--- src/verilog/cpm_regs.svh ---
`ifndef CPM_REGS_SVH
`define CPM_REGS_SVH

// bus map, byte addresses
`define CPM_CFG_BASE      8'h00
`define CPM_CTRL_ADDR     8'h20
`define CPM_STAT_ADDR     8'h24
`define CPM_FCNT_ADDR     8'h28

// serial frame layout
`define CPM_FRAME_BITS    16
`define CPM_ADDR_MSB      15
`define CPM_ADDR_LSB      13
`define CPM_DATA_BITS     13
`define CPM_NUM_WORDS     8

// mode word, configuration index 0
`define CPM_MODE_WORD     3'h0
`define CPM_TX_BIT        0
`define CPM_PD_BIT        1
`define CPM_XOSC_BIT      2
`define CPM_IF_LSB        3
`define CPM_LOSIDE_BIT    5
`define CPM_LOCK_LSB      6
`define CPM_CFG_RESET     13'h0000

// control register
`define CPM_CTRL_SER_EN   0
`define CPM_CTRL_RESET    1'h1

// status register
`define CPM_ST_LOCK       0
`define CPM_ST_TX         1
`define CPM_ST_PD         2
`define CPM_ST_LEN_ERR    3
`define CPM_ST_DONE       4
`define CPM_ST_ADDR_LSB   8
`define CPM_ST_CNT_LSB    12
`define CPM_ST_MASK_LSB   16

// timing
`define CPM_CLK_PERIOD_NS 8
`define CPM_LOCK_PULSE_NS 1000
`define CPM_LOCK_PULSE_CYC ((`CPM_LOCK_PULSE_NS + `CPM_CLK_PERIOD_NS - 1) / `CPM_CLK_PERIOD_NS)

`endif

--- src/verilog/cpm_pkg.sv ---
package cpm_pkg;

   typedef enum logic [1:0] {
      CPM_IDLE  = 2'h0,
      CPM_SHIFT = 2'h1,
      CPM_LOAD  = 2'h3
   } cpm_state_type;

   typedef enum logic [1:0] {
      CPM_IF_60K  = 2'h0,
      CPM_IF_200K = 2'h1,
      CPM_IF_455K = 2'h2
   } cpm_if_type;

   typedef enum logic [1:0] {
      CPM_LOCK_OFF  = 2'h0,
      CPM_LOCK_CONT = 2'h1,
      CPM_LOCK_ONE  = 2'h2
   } cpm_lock_mode_type;

endpackage

--- src/verilog/cpm_top.sv ---
`timescale 1ns/1ns
`include "cpm_regs.svh"
module cpm_top #(
   parameter int LOCK_PULSE_CYC = `CPM_LOCK_PULSE_CYC
) (
   // clock and reset
   input  wire logic        clk,
   input  wire logic        rst_n,
   // avalon-mm slave
   input  wire logic [7:0]  avs_address,
   input  wire logic        avs_read,
   input  wire logic        avs_write,
   input  wire logic [31:0] avs_writedata,
   input  wire logic [3:0]  avs_byteenable,
   output logic      [31:0] avs_readdata,
   output logic             avs_waitrequest,
   // three-wire programming port
   input  wire logic        prog_clk,
   input  wire logic        serial_prog_data,
   input  wire logic        prog_strobe,
   // bidirectional data pin
   input  wire logic        radio_data_pin_in,
   output logic             radio_data_pin_out,
   output logic             radio_data_pin_oe,
   // radio core side
   input  wire logic        demod_bit,
   input  wire logic        synth_locked,
   output logic             fsk_upper,
   output logic             tx_enable,
   output logic             rx_enable,
   output logic             power_down,
   output logic             xosc_keep_on,
   output cpm_pkg::cpm_if_type if_select,
   // lock indicator pin
   output logic             lock_pin
);
   import cpm_pkg::*;

   ////////////////////////////////////////////////////////////////////////////

   function automatic logic [7:0] be_mask(input logic [3:0] be, input logic [1:0] lane);
      be_mask = {8{be[lane]}};
   endfunction

   function automatic logic is_cfg(input logic [7:0] addr);
      is_cfg = (addr[7:5] == 3'(`CPM_CFG_BASE >> 5));
   endfunction

   ////////////////////////////////////////////////////////////////////////////
   // pin synchronisers

   logic [5:0] pins_s;

   cpm_sync #(
      .WIDTH (6)
   ) u_sync (
      .clk      (clk),
      .rst_n    (rst_n),
      .async_in ({synth_locked, demod_bit, radio_data_pin_in,
                  prog_strobe, serial_prog_data, prog_clk}),
      .sync_out (pins_s)
   );

   logic sclk_s;
   logic sdata_s;
   logic strobe_s;
   logic pin_in_s;
   logic demod_s;
   logic lock_s;

   assign sclk_s   = pins_s[0];
   assign sdata_s  = pins_s[1];
   assign strobe_s = pins_s[2];
   assign pin_in_s = pins_s[3];
   assign demod_s  = pins_s[4];
   assign lock_s   = pins_s[5];

   ////////////////////////////////////////////////////////////////////////////
   // serial frame receiver

   logic                       ctrl_ser_en;
   logic                       frame_valid;
   logic                       len_err;
   logic [`CPM_FRAME_BITS-1:0] frame;
   logic [5:0]                 bit_cnt;

   cpm_shift #(
      .FRAME_BITS (`CPM_FRAME_BITS)
   ) u_shift (
      .clk         (clk),
      .rst_n       (rst_n),
      .sclk_s      (sclk_s),
      .sdata_s     (sdata_s),
      .strobe_s    (strobe_s),
      .enable      (ctrl_ser_en),
      .frame_valid (frame_valid),
      .len_err     (len_err),
      .frame       (frame),
      .bit_cnt     (bit_cnt)
   );

   ////////////////////////////////////////////////////////////////////////////
   // configuration words

   // only rst_n (supply loss) clears them; power-down leaves them alone
   logic [`CPM_DATA_BITS-1:0] cfg [`CPM_NUM_WORDS];
   logic [`CPM_NUM_WORDS-1:0] written;
   logic [2:0]                last_addr;
   logic [2:0]                frame_addr;

   assign frame_addr = frame[`CPM_ADDR_MSB:`CPM_ADDR_LSB];

   always_ff @(posedge clk or negedge rst_n) begin
      if (!rst_n) begin
         for (int i = 0; i < `CPM_NUM_WORDS; i++) begin
            cfg[i] <= `CPM_CFG_RESET;
         end
         written   <= '0;
         last_addr <= 3'h0;
      end else if (frame_valid) begin
         // a single frame updates one word; the others stay as loaded
         cfg[frame_addr]     <= frame[`CPM_DATA_BITS-1:0];
         written[frame_addr] <= 1'b1;
         last_addr           <= frame_addr;
      end
   end

   logic [`CPM_DATA_BITS-1:0] mode_word;
   logic                      cfg_tx;
   logic                      cfg_pd;
   logic                      cfg_loside;
   logic [1:0]                cfg_lock;
   logic [1:0]                cfg_if;

   assign mode_word  = cfg[`CPM_MODE_WORD];
   assign cfg_tx     = mode_word[`CPM_TX_BIT];
   assign cfg_pd     = mode_word[`CPM_PD_BIT];
   assign cfg_loside = mode_word[`CPM_LOSIDE_BIT];
   assign cfg_lock   = mode_word[`CPM_LOCK_LSB +: 2];
   assign cfg_if     = mode_word[`CPM_IF_LSB +: 2];

   always_ff @(posedge clk or negedge rst_n) begin
      if (!rst_n) begin
         tx_enable    <= 1'b0;
         rx_enable    <= 1'b0;
         power_down   <= 1'b0;
         xosc_keep_on <= 1'b0;
         if_select    <= CPM_IF_60K;
      end else begin
         tx_enable    <= !cfg_pd && cfg_tx;
         rx_enable    <= !cfg_pd && !cfg_tx;
         power_down   <= cfg_pd;
         xosc_keep_on <= mode_word[`CPM_XOSC_BIT];
         // the unused code falls back to the on-chip 60 kHz filter
         unique case (cfg_if)
            2'h1:    if_select <= CPM_IF_200K;
            2'h2:    if_select <= CPM_IF_455K;
            default: if_select <= CPM_IF_60K;
         endcase
      end
   end

   ////////////////////////////////////////////////////////////////////////////
   // data pin

   // receive data is only resynchronised and inverted when cfg_loside is set, never filtered or qualified
   always_ff @(posedge clk or negedge rst_n) begin
      if (!rst_n) begin
         radio_data_pin_out <= 1'b0;
         radio_data_pin_oe  <= 1'b0;
         fsk_upper          <= 1'b0;
      end else if (cfg_pd) begin
         radio_data_pin_out <= 1'b0;
         radio_data_pin_oe  <= 1'b0;
         fsk_upper          <= 1'b0;
      end else if (cfg_tx) begin
         radio_data_pin_out <= 1'b0;
         radio_data_pin_oe  <= 1'b0;
         // sampled far above the 9.6 kbit/s stream, so no edge is lost
         fsk_upper          <= pin_in_s;
      end else begin
         radio_data_pin_out <= demod_s ^ cfg_loside;
         radio_data_pin_oe  <= 1'b1;
         fsk_upper          <= 1'b0;
      end
   end

   ////////////////////////////////////////////////////////////////////////////
   // lock indicator

   logic        lock_d;
   logic [15:0] pulse_cnt;

   always_ff @(posedge clk or negedge rst_n) begin
      if (!rst_n) begin
         lock_d <= 1'b0;
      end else begin
         lock_d <= lock_s;
      end
   end

   // one-shot: a pulse each time lock is gained, LOCK_PULSE_CYC cycles long or until lock is lost
   always_ff @(posedge clk or negedge rst_n) begin
      if (!rst_n) begin
         pulse_cnt <= 16'h0000;
      end else if (cfg_lock != CPM_LOCK_ONE || cfg_pd || !lock_s) begin
         pulse_cnt <= 16'h0000;
      end else if (lock_s && !lock_d) begin
         pulse_cnt <= 16'(LOCK_PULSE_CYC);
      end else if (pulse_cnt != 16'h0000) begin
         pulse_cnt <= pulse_cnt - 16'h0001;
      end
   end

   always_ff @(posedge clk or negedge rst_n) begin
      if (!rst_n) begin
         lock_pin <= 1'b0;
      end else if (cfg_pd) begin
         lock_pin <= 1'b0;
      end else begin
         unique case (cfg_lock)
            CPM_LOCK_CONT: lock_pin <= lock_s;
            CPM_LOCK_ONE:  lock_pin <= (pulse_cnt != 16'h0000);
            default:       lock_pin <= 1'b0;
         endcase
      end
   end

   ////////////////////////////////////////////////////////////////////////////
   // avalon slave: one wait cycle, answer on the second edge

   logic access;
   logic wr_now;
   logic rd_now;

   assign access = (avs_read || avs_write) && avs_waitrequest;
   assign wr_now = avs_write && !avs_waitrequest;
   assign rd_now = avs_read && !avs_waitrequest;

   always_ff @(posedge clk or negedge rst_n) begin
      if (!rst_n) begin
         avs_waitrequest <= 1'b1;
      end else begin
         avs_waitrequest <= !access;
      end
   end

   always_ff @(posedge clk or negedge rst_n) begin
      if (!rst_n) begin
         ctrl_ser_en <= `CPM_CTRL_RESET;
      end else if (wr_now && avs_address == `CPM_CTRL_ADDR && avs_byteenable[0]) begin
         ctrl_ser_en <= avs_writedata[`CPM_CTRL_SER_EN];
      end
   end

   // sticky frame flags, write one to clear; a new event wins over the clear
   logic       st_len_err;
   logic       st_done;
   logic [7:0] clr;

   assign clr = (wr_now && avs_address == `CPM_STAT_ADDR)
                ? (avs_writedata[7:0] & be_mask(avs_byteenable, 2'h0)) : 8'h00;

   always_ff @(posedge clk or negedge rst_n) begin
      if (!rst_n) begin
         st_len_err <= 1'b0;
         st_done    <= 1'b0;
      end else begin
         st_len_err <= len_err || (st_len_err && !clr[`CPM_ST_LEN_ERR]);
         st_done    <= frame_valid || (st_done && !clr[`CPM_ST_DONE]);
      end
   end

   logic [15:0] frame_count;

   always_ff @(posedge clk or negedge rst_n) begin
      if (!rst_n) begin
         frame_count <= 16'h0000;
      end else if (frame_valid) begin
         frame_count <= frame_count + 16'h0001;
      end
   end

   logic [31:0] status;

   always_comb begin
      status                          = 32'h0000_0000;
      status[`CPM_ST_LOCK]            = lock_s;
      status[`CPM_ST_TX]              = cfg_tx;
      status[`CPM_ST_PD]              = cfg_pd;
      status[`CPM_ST_LEN_ERR]         = st_len_err;
      status[`CPM_ST_DONE]            = st_done;
      status[`CPM_ST_ADDR_LSB +: 3]   = last_addr;
      status[`CPM_ST_CNT_LSB +: 4]    = bit_cnt[3:0];
      status[`CPM_ST_MASK_LSB +: 8]   = written;
   end

   logic [31:0] rd_mux;

   always_comb begin
      rd_mux = 32'h0000_0000;
      if (is_cfg(avs_address)) begin
         rd_mux = {19'h00000, cfg[avs_address[4:2]]};
      end else if (avs_address == `CPM_CTRL_ADDR) begin
         rd_mux = {31'h0000_0000, ctrl_ser_en};
      end else if (avs_address == `CPM_STAT_ADDR) begin
         rd_mux = status;
      end else if (avs_address == `CPM_FCNT_ADDR) begin
         rd_mux = {16'h0000, frame_count};
      end
   end

   // data is loaded on the edge that drops waitrequest, so it stands with it
   always_ff @(posedge clk or negedge rst_n) begin
      if (!rst_n) begin
         avs_readdata <= 32'h0000_0000;
      end else if (access && avs_read) begin
         avs_readdata <= rd_mux;
      end else if (rd_now) begin
         avs_readdata <= avs_readdata;
      end
   end

endmodule

--- src/verilog/cpm_sync.sv ---
`timescale 1ns/1ns
module cpm_sync #(
   parameter int WIDTH = 1
) (
   // clock and reset
   input  wire logic             clk,
   input  wire logic             rst_n,
   // asynchronous levels in, synchronised levels out
   input  wire logic [WIDTH-1:0] async_in,
   output logic      [WIDTH-1:0] sync_out
);

   logic [WIDTH-1:0] meta;

   always_ff @(posedge clk or negedge rst_n) begin
      if (!rst_n) begin
         meta     <= '0;
         sync_out <= '0;
      end else begin
         meta     <= async_in;
         sync_out <= meta;
      end
   end

endmodule

--- src/verilog/cpm_shift.sv ---
`timescale 1ns/1ns
`include "cpm_regs.svh"
module cpm_shift #(
   parameter int FRAME_BITS = `CPM_FRAME_BITS
) (
   // clock and reset
   input  wire logic                  clk,
   input  wire logic                  rst_n,
   // synchronised serial lines
   input  wire logic                  sclk_s,
   input  wire logic                  sdata_s,
   input  wire logic                  strobe_s,
   input  wire logic                  enable,
   // frame out
   output logic                       frame_valid,
   output logic                       len_err,
   output logic [FRAME_BITS-1:0]      frame,
   output logic [5:0]                 bit_cnt
);
   import cpm_pkg::*;

   cpm_state_type   state;
   logic            sclk_d;
   logic            strobe_d;
   logic            fall;
   logic            strobe_rise;
   logic            strobe_fall;

   assign fall        = sclk_d & ~sclk_s;
   assign strobe_rise = strobe_s & ~strobe_d;
   assign strobe_fall = strobe_d & ~strobe_s;

   always_ff @(posedge clk or negedge rst_n) begin
      if (!rst_n) begin
         sclk_d   <= 1'b0;
         strobe_d <= 1'b0;
      end else begin
         sclk_d   <= sclk_s;
         strobe_d <= strobe_s;
      end
   end

   // data sampled on the falling serial clock, msb first
   always_ff @(posedge clk or negedge rst_n) begin
      if (!rst_n) begin
         state       <= CPM_IDLE;
         frame       <= '0;
         bit_cnt     <= 6'h00;
         frame_valid <= 1'b0;
         len_err     <= 1'b0;
      end else begin
         frame_valid <= 1'b0;
         len_err     <= 1'b0;
         unique case (state)
            CPM_IDLE, CPM_SHIFT: begin
               if (strobe_rise) begin
                  state <= CPM_LOAD;
               end else if (fall && !strobe_s && enable) begin
                  state   <= CPM_SHIFT;
                  frame   <= {frame[FRAME_BITS-2:0], sdata_s};
                  bit_cnt <= (bit_cnt == 6'h3f) ? bit_cnt : bit_cnt + 6'h01;
               end
            end
            CPM_LOAD: begin
               // commit on the strobe fall; short or long frames are dropped
               if (strobe_fall) begin
                  state   <= CPM_IDLE;
                  bit_cnt <= 6'h00;
                  if (bit_cnt == 6'(FRAME_BITS)) begin
                     frame_valid <= 1'b1;
                  end else begin
                     len_err <= 1'b1;
                  end
               end
            end
         endcase
      end
   end

endmodule

--- config.mk ---
export PLATFORM = sky130hd
export DESIGN_NAME = cpm_top
export DESIGN_NICKNAME = d
export VERILOG_FILES = /design/src/verilog/cpm_pkg.sv /design/src/verilog/cpm_top.sv /design/src/verilog/cpm_sync.sv /design/src/verilog/cpm_shift.sv
export VERILOG_INCLUDE_DIRS = /design/src /design/src/verilog
export SDC_FILE = /design/constraint.sdc
export NUM_CORES = 1
export LEC_CHECK = 0
export ABC_CLOCK_PERIOD_IN_PS = 1780
export BUFFER_PORTS_ARGS = -buffer_cell sky130_fd_sc_hd__buf_2
export CORE_ASPECT_RATIO = 1.4
export CORE_MARGIN = 2
export CORE_UTILIZATION = 35
export CTS_BUF_LIST = sky130_fd_sc_hd__clkbuf_8
export DETAILED_ROUTE_END_ITERATION = 16
export PLACE_DENSITY_LB_ADDON = 0.2
export SETUP_SLACK_MARGIN = 0.02
export SYNTH_ARGS = -nofsm -noshare
export SYNTH_HDL_FRONTEND = slang
export SYNTH_SLANG_ARGS = --single-unit
--- constraint.sdc ---
create_clock -name clk -period 1.78 [get_ports clk]
set_input_delay 0.356 -clock clk [delete_from_list [all_inputs] [get_ports clk]]
set_output_delay 0.356 -clock clk [all_outputs]
set_load 0.005 [all_outputs]
After elaboration in Yosys (flattened, before gate mapping):

Cells that the tools add are included.

* magnitude comparators: 5
* shifts and indexed selects: 0
* bitwise operators: 12
* multiply operators: 0
* div/mod/pow operators: 0
* equality and inequality tests: 17
* $add $sub $neg: 3
* muxes and demuxes: 40
* reductions and logical operators: 37

Operators by type and width (number)
* bitwise mux 104 bit: 1
* two-way mux 24 bit: 3
* two-way mux 16 bit: 4
* binary-select mux 13 bit (select 3 bit): 1
* demux 13 bit (select 3 bit): 1
* two-way mux 13 bit: 3
* equality test 8 x 6 -> 1 bit (second input constant): 3
* two-way mux 6 bit: 4
* adder 16 x 1 -> 16 bit (second input constant): 1
* nonzero test 16 bit: 1
* subtractor 16 x 1 -> 16 bit (second input constant): 1
* logical AND 1 bit: 15
* two-way mux 1 bit: 14
* one-hot mux 6 bit (2 select lines): 1
* logical NOT 1 bit: 9
* greater-or-equal comparator 4 bit (second input constant): 2
* NOT 3 -> 4 bit: 2
* bitwise OR 8 bit: 1
* one-hot mux 2 bit (2 select lines): 2
* adder 6 x 1 -> 6 bit (second input constant): 1
* equality test 2 x 1 -> 1 bit (second input constant): 3
* equality test 2 bit (second input constant): 3
* equality test 6 x 5 -> 1 bit (second input constant): 1
* equality test 6 bit (second input constant): 1
* other kinds (22): 36

* memories kept: 0
* output and inout port bits: 43
* bits in read-only memories: 0
* RAM bits: 0
* register bits after elaboration: 234
* latch bits: 0

Depth between registers and ports, before layout:

* word-level depth: 7
* mapped depth: 7

Hierarchy:

From an unflattened synthesis, not the netlist that was laid out.

* cells, all modules: 727
* area total of the unflattened synthesis: 9885.7 um^2

By module, submodules not included
* cpm_top: area an instance 8368.0 um^2, seq. area each 4631.9 um^2, times used 1, cells an instance 621
* cpm_shift: area an instance 1217.4 um^2, seq. area each 700.7 um^2, times used 1, cells an instance 94
* cpm_sync: area an instance 300.3 um^2, seq. area each 300.3 um^2, times used 1, cells an instance 12

Worst setup path before layout:

No wires, ideal clock.

* path type: register -> register
* start point: register pulse_cnt[0]
* end point: register pulse_cnt[9]
* stages on the path, launching flop included: 7
* arrival time: 1762 ps
* library setup time: 142 ps
* clock period less this slack: 1904 ps
* setup slack: -124 ps
* path buffers: 0
* cell sequence: dfrtp_1 inv_1 ha_1 or3b_2 nor3b_2 a2111oi_0 mux2i_1

* word-level cells in the longest chain between the ends: 4
* elaborated cells on any way between the ends: 6

RTL lines
* from (decl): line cpm_top.sv:192 `logic [15:0] pulse_cnt;`
* from (signal assigned): line cpm_top.sv:209 `pulse_cnt <= 16'(LOCK_PULSE_CYC);`
* from (signal assigned): line cpm_top.sv:211 `pulse_cnt <= pulse_cnt - 16'h0001;`
* subtractor 16 x 1 -> 16 bit: line cpm_top.sv:211
* two-way mux 16 bit: line cpm_top.sv:210 `end else if (pulse_cnt != 16'h0000) begin`
* two-way mux 16 bit: line cpm_top.sv:208 `end else if (lock_s && !lock_d) begin`
* two-way mux 16 bit: line cpm_top.sv:206 `end else if (cfg_lock != CPM_LOCK_ONE || cfg_pd || !lock_s) begin`

Parallel ways exist; a longest one is shown, timed or not. The select of a mux whose other input is x is not followed.
A chain may end at the register's enable or synchronous reset.

Worst setup path in the final report:

* start point: register pulse_cnt[0]
* end point: register pulse_cnt[0]

Same word-level chain as after synthesis.

==> flow_metrics.env <==
export IMPL_netlist_instances=716
export IMPL_cts_root_buf="clkbuf_8"
export IMPL_crit_reg2reg_launch="pulse_cnt[0]"
export IMPL_worst_slack_ns=-0.0376
export IMPL_detail_route_wl_per_cell_microns=19.1
export IMPL_maxCapViolCount=0
export IMPL_ir_drop_uv=466
export IMPL_cts_path_max_buffers=3
export IMPL_antenna_cells=0
export IMPL_fmax_ghz=0.550
export IMPL_grt_max_degree=61
export IMPL_ys_ff_latch=225
export IMPL_holdWs_ns=0.0406
export IMPL_synth_area_sq_um=9800
export IMPL_cp_start_kind="register"
export IMPL_rsz0062_at_grt="yes"
export IMPL_hold_class="in2reg"
export IMPL_fin_util=0.441
export IMPL_violations="negative setup slack"
export IMPL_final_hold_violation_count=0
export IMPL_fin_skew_ns=0.0219
export IMPL_status="finished, violations left"
export IMPL_cts_tree="built"
export IMPL_setup_viol=6
export IMPL_grt_remaining_overflow=0
export IMPL_gp_congestion=0.799
export IMPL_nFillCells=2569
export IMPL_core_area_sq_um=27600
export IMPL_layout_nets=930
export IMPL_layout_min_cycle_time_ns=1.82
export IMPL_dp_hpwl_microns=16800
export IMPL_timing_final_crit_share=1.02
export IMPL_vias_per_cell=5.03
export IMPL_cts_made_buffers=38
export IMPL_ys_seq_area_frac=0.575
export IMPL_clock_sinks=225
export IMPL_grt_pass1_vias=7093
export IMPL_portBuffers=56
export IMPL_antenna_found_initial=0
export IMPL_crit_type="reg2reg"
export IMPL_end_kind="register"
export IMPL_drive_above_1_share=0.438
export IMPL_worstPathMaxFanout=3
export IMPL_initial_utilization=0.356
export IMPL_track_usage=0.169
export IMPL_async_reset_ff_frac=1.00
export IMPL_drc=0
export IMPL_htree_num_levels=2
export IMPL_syn_avg_cell_area_sq_um=13.7
export IMPL_worst_ep_arrival_time_ns=2.30
export IMPL_io_pins=97
export IMPL_syn_to_final_growth_pct=24.1
export IMPL_drt_total_wl_microns=24100
export IMPL_ys_flop_type="dfrtp_1"
export IMPL_ys_warnings_count=0
export IMPL_leakagePower_uw=0.00594
export IMPL_die_y_microns=202
export IMPL_synth_edf_count=0
export IMPL_slew_viol_final=0
export IMPL_clk_latency_ns=0.55
export IMPL_hold_start="avs_read"
export IMPL_yosysUniqueCellTypes=69
export IMPL_grt_pass1_wl_microns=39100
export IMPL_startpoint="pulse_cnt[0]"
export IMPL_tightest_slew_ns=0.750
export IMPL_ant_nets=0
export IMPL_finalSetupTns_ns=-0.145
export IMPL_path_clk_slew_ns=0.06
export IMPL_die_area_sq_um=29400
export IMPL_critPathRequiredTime_ns=2.26
export IMPL_num_rows=72
export IMPL_first_pass_iters=4
export IMPL_route_vias_total=6369
export IMPL_die_w_microns=145
export IMPL_slew_headroom=0.499
export IMPL_dr_first_iter_drc_count=258
export IMPL_cellPowerDensity_nw_per_um2=839
## final cells by class
class                           count  area, sq um  area share
Sequential cell                   225         5630       0.463
Timing Repair Buffer              158         1240       0.102
Clock inverter                     18         88.8     0.00730
Tap cell                          370          463      0.0381
Clock buffer                       48          661      0.0543
Multi-Input combinational cell    433         4020       0.330
Inverter                           14         52.6     0.00432
## registers in the layout, indices dropped and copies added, names as in the netlist, 2 cells and up
register,cells
cfg,91
avs_readdata,24
frame_count,16
pulse_cnt,16
u_shift.frame,16
mode_word,13
written,8
u_shift.bit_cnt,6
u_sync.meta,6
u_sync.sync_out,6
last_addr,3
if_select,2
u_shift.state,2
## power breakdown
group | internal (uW) | leakage [uW] | total [uW] | switching [uW]
clock | 2440 | 0.000420 | 4530 | 2100
combinational | 185 | 0.00244 | 463 | 278
sequential | 5170 | 0.00308 | 5210 | 43.3
## cells by family after synthesis
logic type,Yosys count,share of synthesized area
flops,225,0.575
mux,162,0.214
simple gates,146,0.0864
compound gates,91,0.0679
buf+inv,65,0.0309
xor+xnor,20,0.0179
fa+ha+maj,6,0.00766
other cells,1,0.000383
## critical path: stages (launching register included)
cell	delay (ns)
dfrtp_1	0.40
inv_2	0.07
buf_4	0.13
buf_4	0.12
buf_4	0.12
buf_4	0.12
buf_4	0.12
buf_4	0.12
buf_4	0.12
buf_4	0.12
buf_4	0.11
nand4_1	0.08
o211a_1	0.14
## metal layers
metal	share of wire	vias to the layer above	GRT usage
met5	0	-	0
li1	-	2912	-
met1	0.40	3265	0.193
met4	0.032	0	0.0662
met2	0.54	139	0.314
met3	0.030	53	0.0284
## synth_stat cells (all sizes together) (3+ instances only)
| cell | count | area share |
|---|---|---|
| dfrtp | 223 | 0.57 |
| mux2 | 123 | 0.14 |
| buf | 35 | 0.019 |
| nand2 | 32 | 0.012 |
| mux4 | 26 | 0.060 |
| nor2 | 20 | 0.0077 |
| o21ai | 19 | 0.0097 |
| clkbuf | 16 | 0.0064 |
| inv | 14 | 0.0054 |
| a21oi | 13 | 0.0066 |
| mux2i | 13 | 0.013 |
| nor3 | 13 | 0.0083 |
| xnor2 | 13 | 0.012 |
| a221o | 12 | 0.012 |
| a22o | 11 | 0.0098 |
| nand2b | 10 | 0.0064 |
| nor2b | 10 | 0.0064 |
| a22oi | 9 | 0.0069 |
| nand4 | 9 | 0.0057 |
| or2 | 8 | 0.0051 |
| or3 | 7 | 0.0046 |
| xor2 | 7 | 0.0063 |
| ha | 6 | 0.0077 |
| nand3 | 6 | 0.0031 |
| o2bb2ai | 6 | 0.0054 |
| a31oi | 4 | 0.0026 |
| and2 | 4 | 0.0026 |
| nand4b | 4 | 0.0036 |
| nor3b | 4 | 0.0041 |
| nor4 | 4 | 0.0032 |
| nand3b | 3 | 0.0023 |
## cells in the final DEF, fill, tap and decap left out, drive strengths merged, types with 8 or more instances in the layout
cell type,netlist,final
a21oi,13,13
or2,8,8
o21ai,19,19
nand2,32,32
dfrtp,223,223
nor2b,10,10
mux2,123,123
a221o,12,12
inv,14,23
mux2i,13,13
dlygate4sd3,0,8
nor2,20,20
conb,1,8
nand2b,10,10
a22oi,9,9
mux4,26,26
nor3,13,13
buf,35,150
nand4,9,9
a22o,11,11
clkbuf,16,48
xnor2,13,13
## repair_timing
item | 4_1_cts | 5_1_grt
pin swaps | 7 | 6
hold buffers | 8 | 0
setup endpoints to repair | 8 | 38
buffers inserted | 10 | 4
endpoints found under the hold margin | 47 | 0
resized for setup | 6 | 19
## final timing paths
path	endpoint	slack [ns]	cells past startpoint
worst max-delay path	pulse_cnt[0]	-0.04	12
worst min-delay path	avs_waitrequest	0.04	2
worst max register to register	pulse_cnt[0]	-0.04	12
worst min register to register	u_sync.sync_out[1]	0.35	0
max in group asynchronous	cfg[76]	0.80	3
min in group asynchronous	u_sync.sync_out[1]	0.29	2
## metrics by stage
| stage | setup WS (ns) | total power, uW | instance area [sq um] | instances |
|---|---|---|---|---|
| final | -0.0376 | 10200 | 12200 | 1266 |
| after global routing | -0.127 | 10700 | 12200 | 1266 |
| after CTS | -0.0322 | 10400 | 12000 | 1263 |
| after detailed placement | -0.346 | 5760 | 11100 | 1179 |
| after global placement | -0.304 | 5740 | 11100 | 1179 |
| after floorplan | -0.0988 | 5480 | 9860 | 723 |
(Power assumes the default switching activity.)
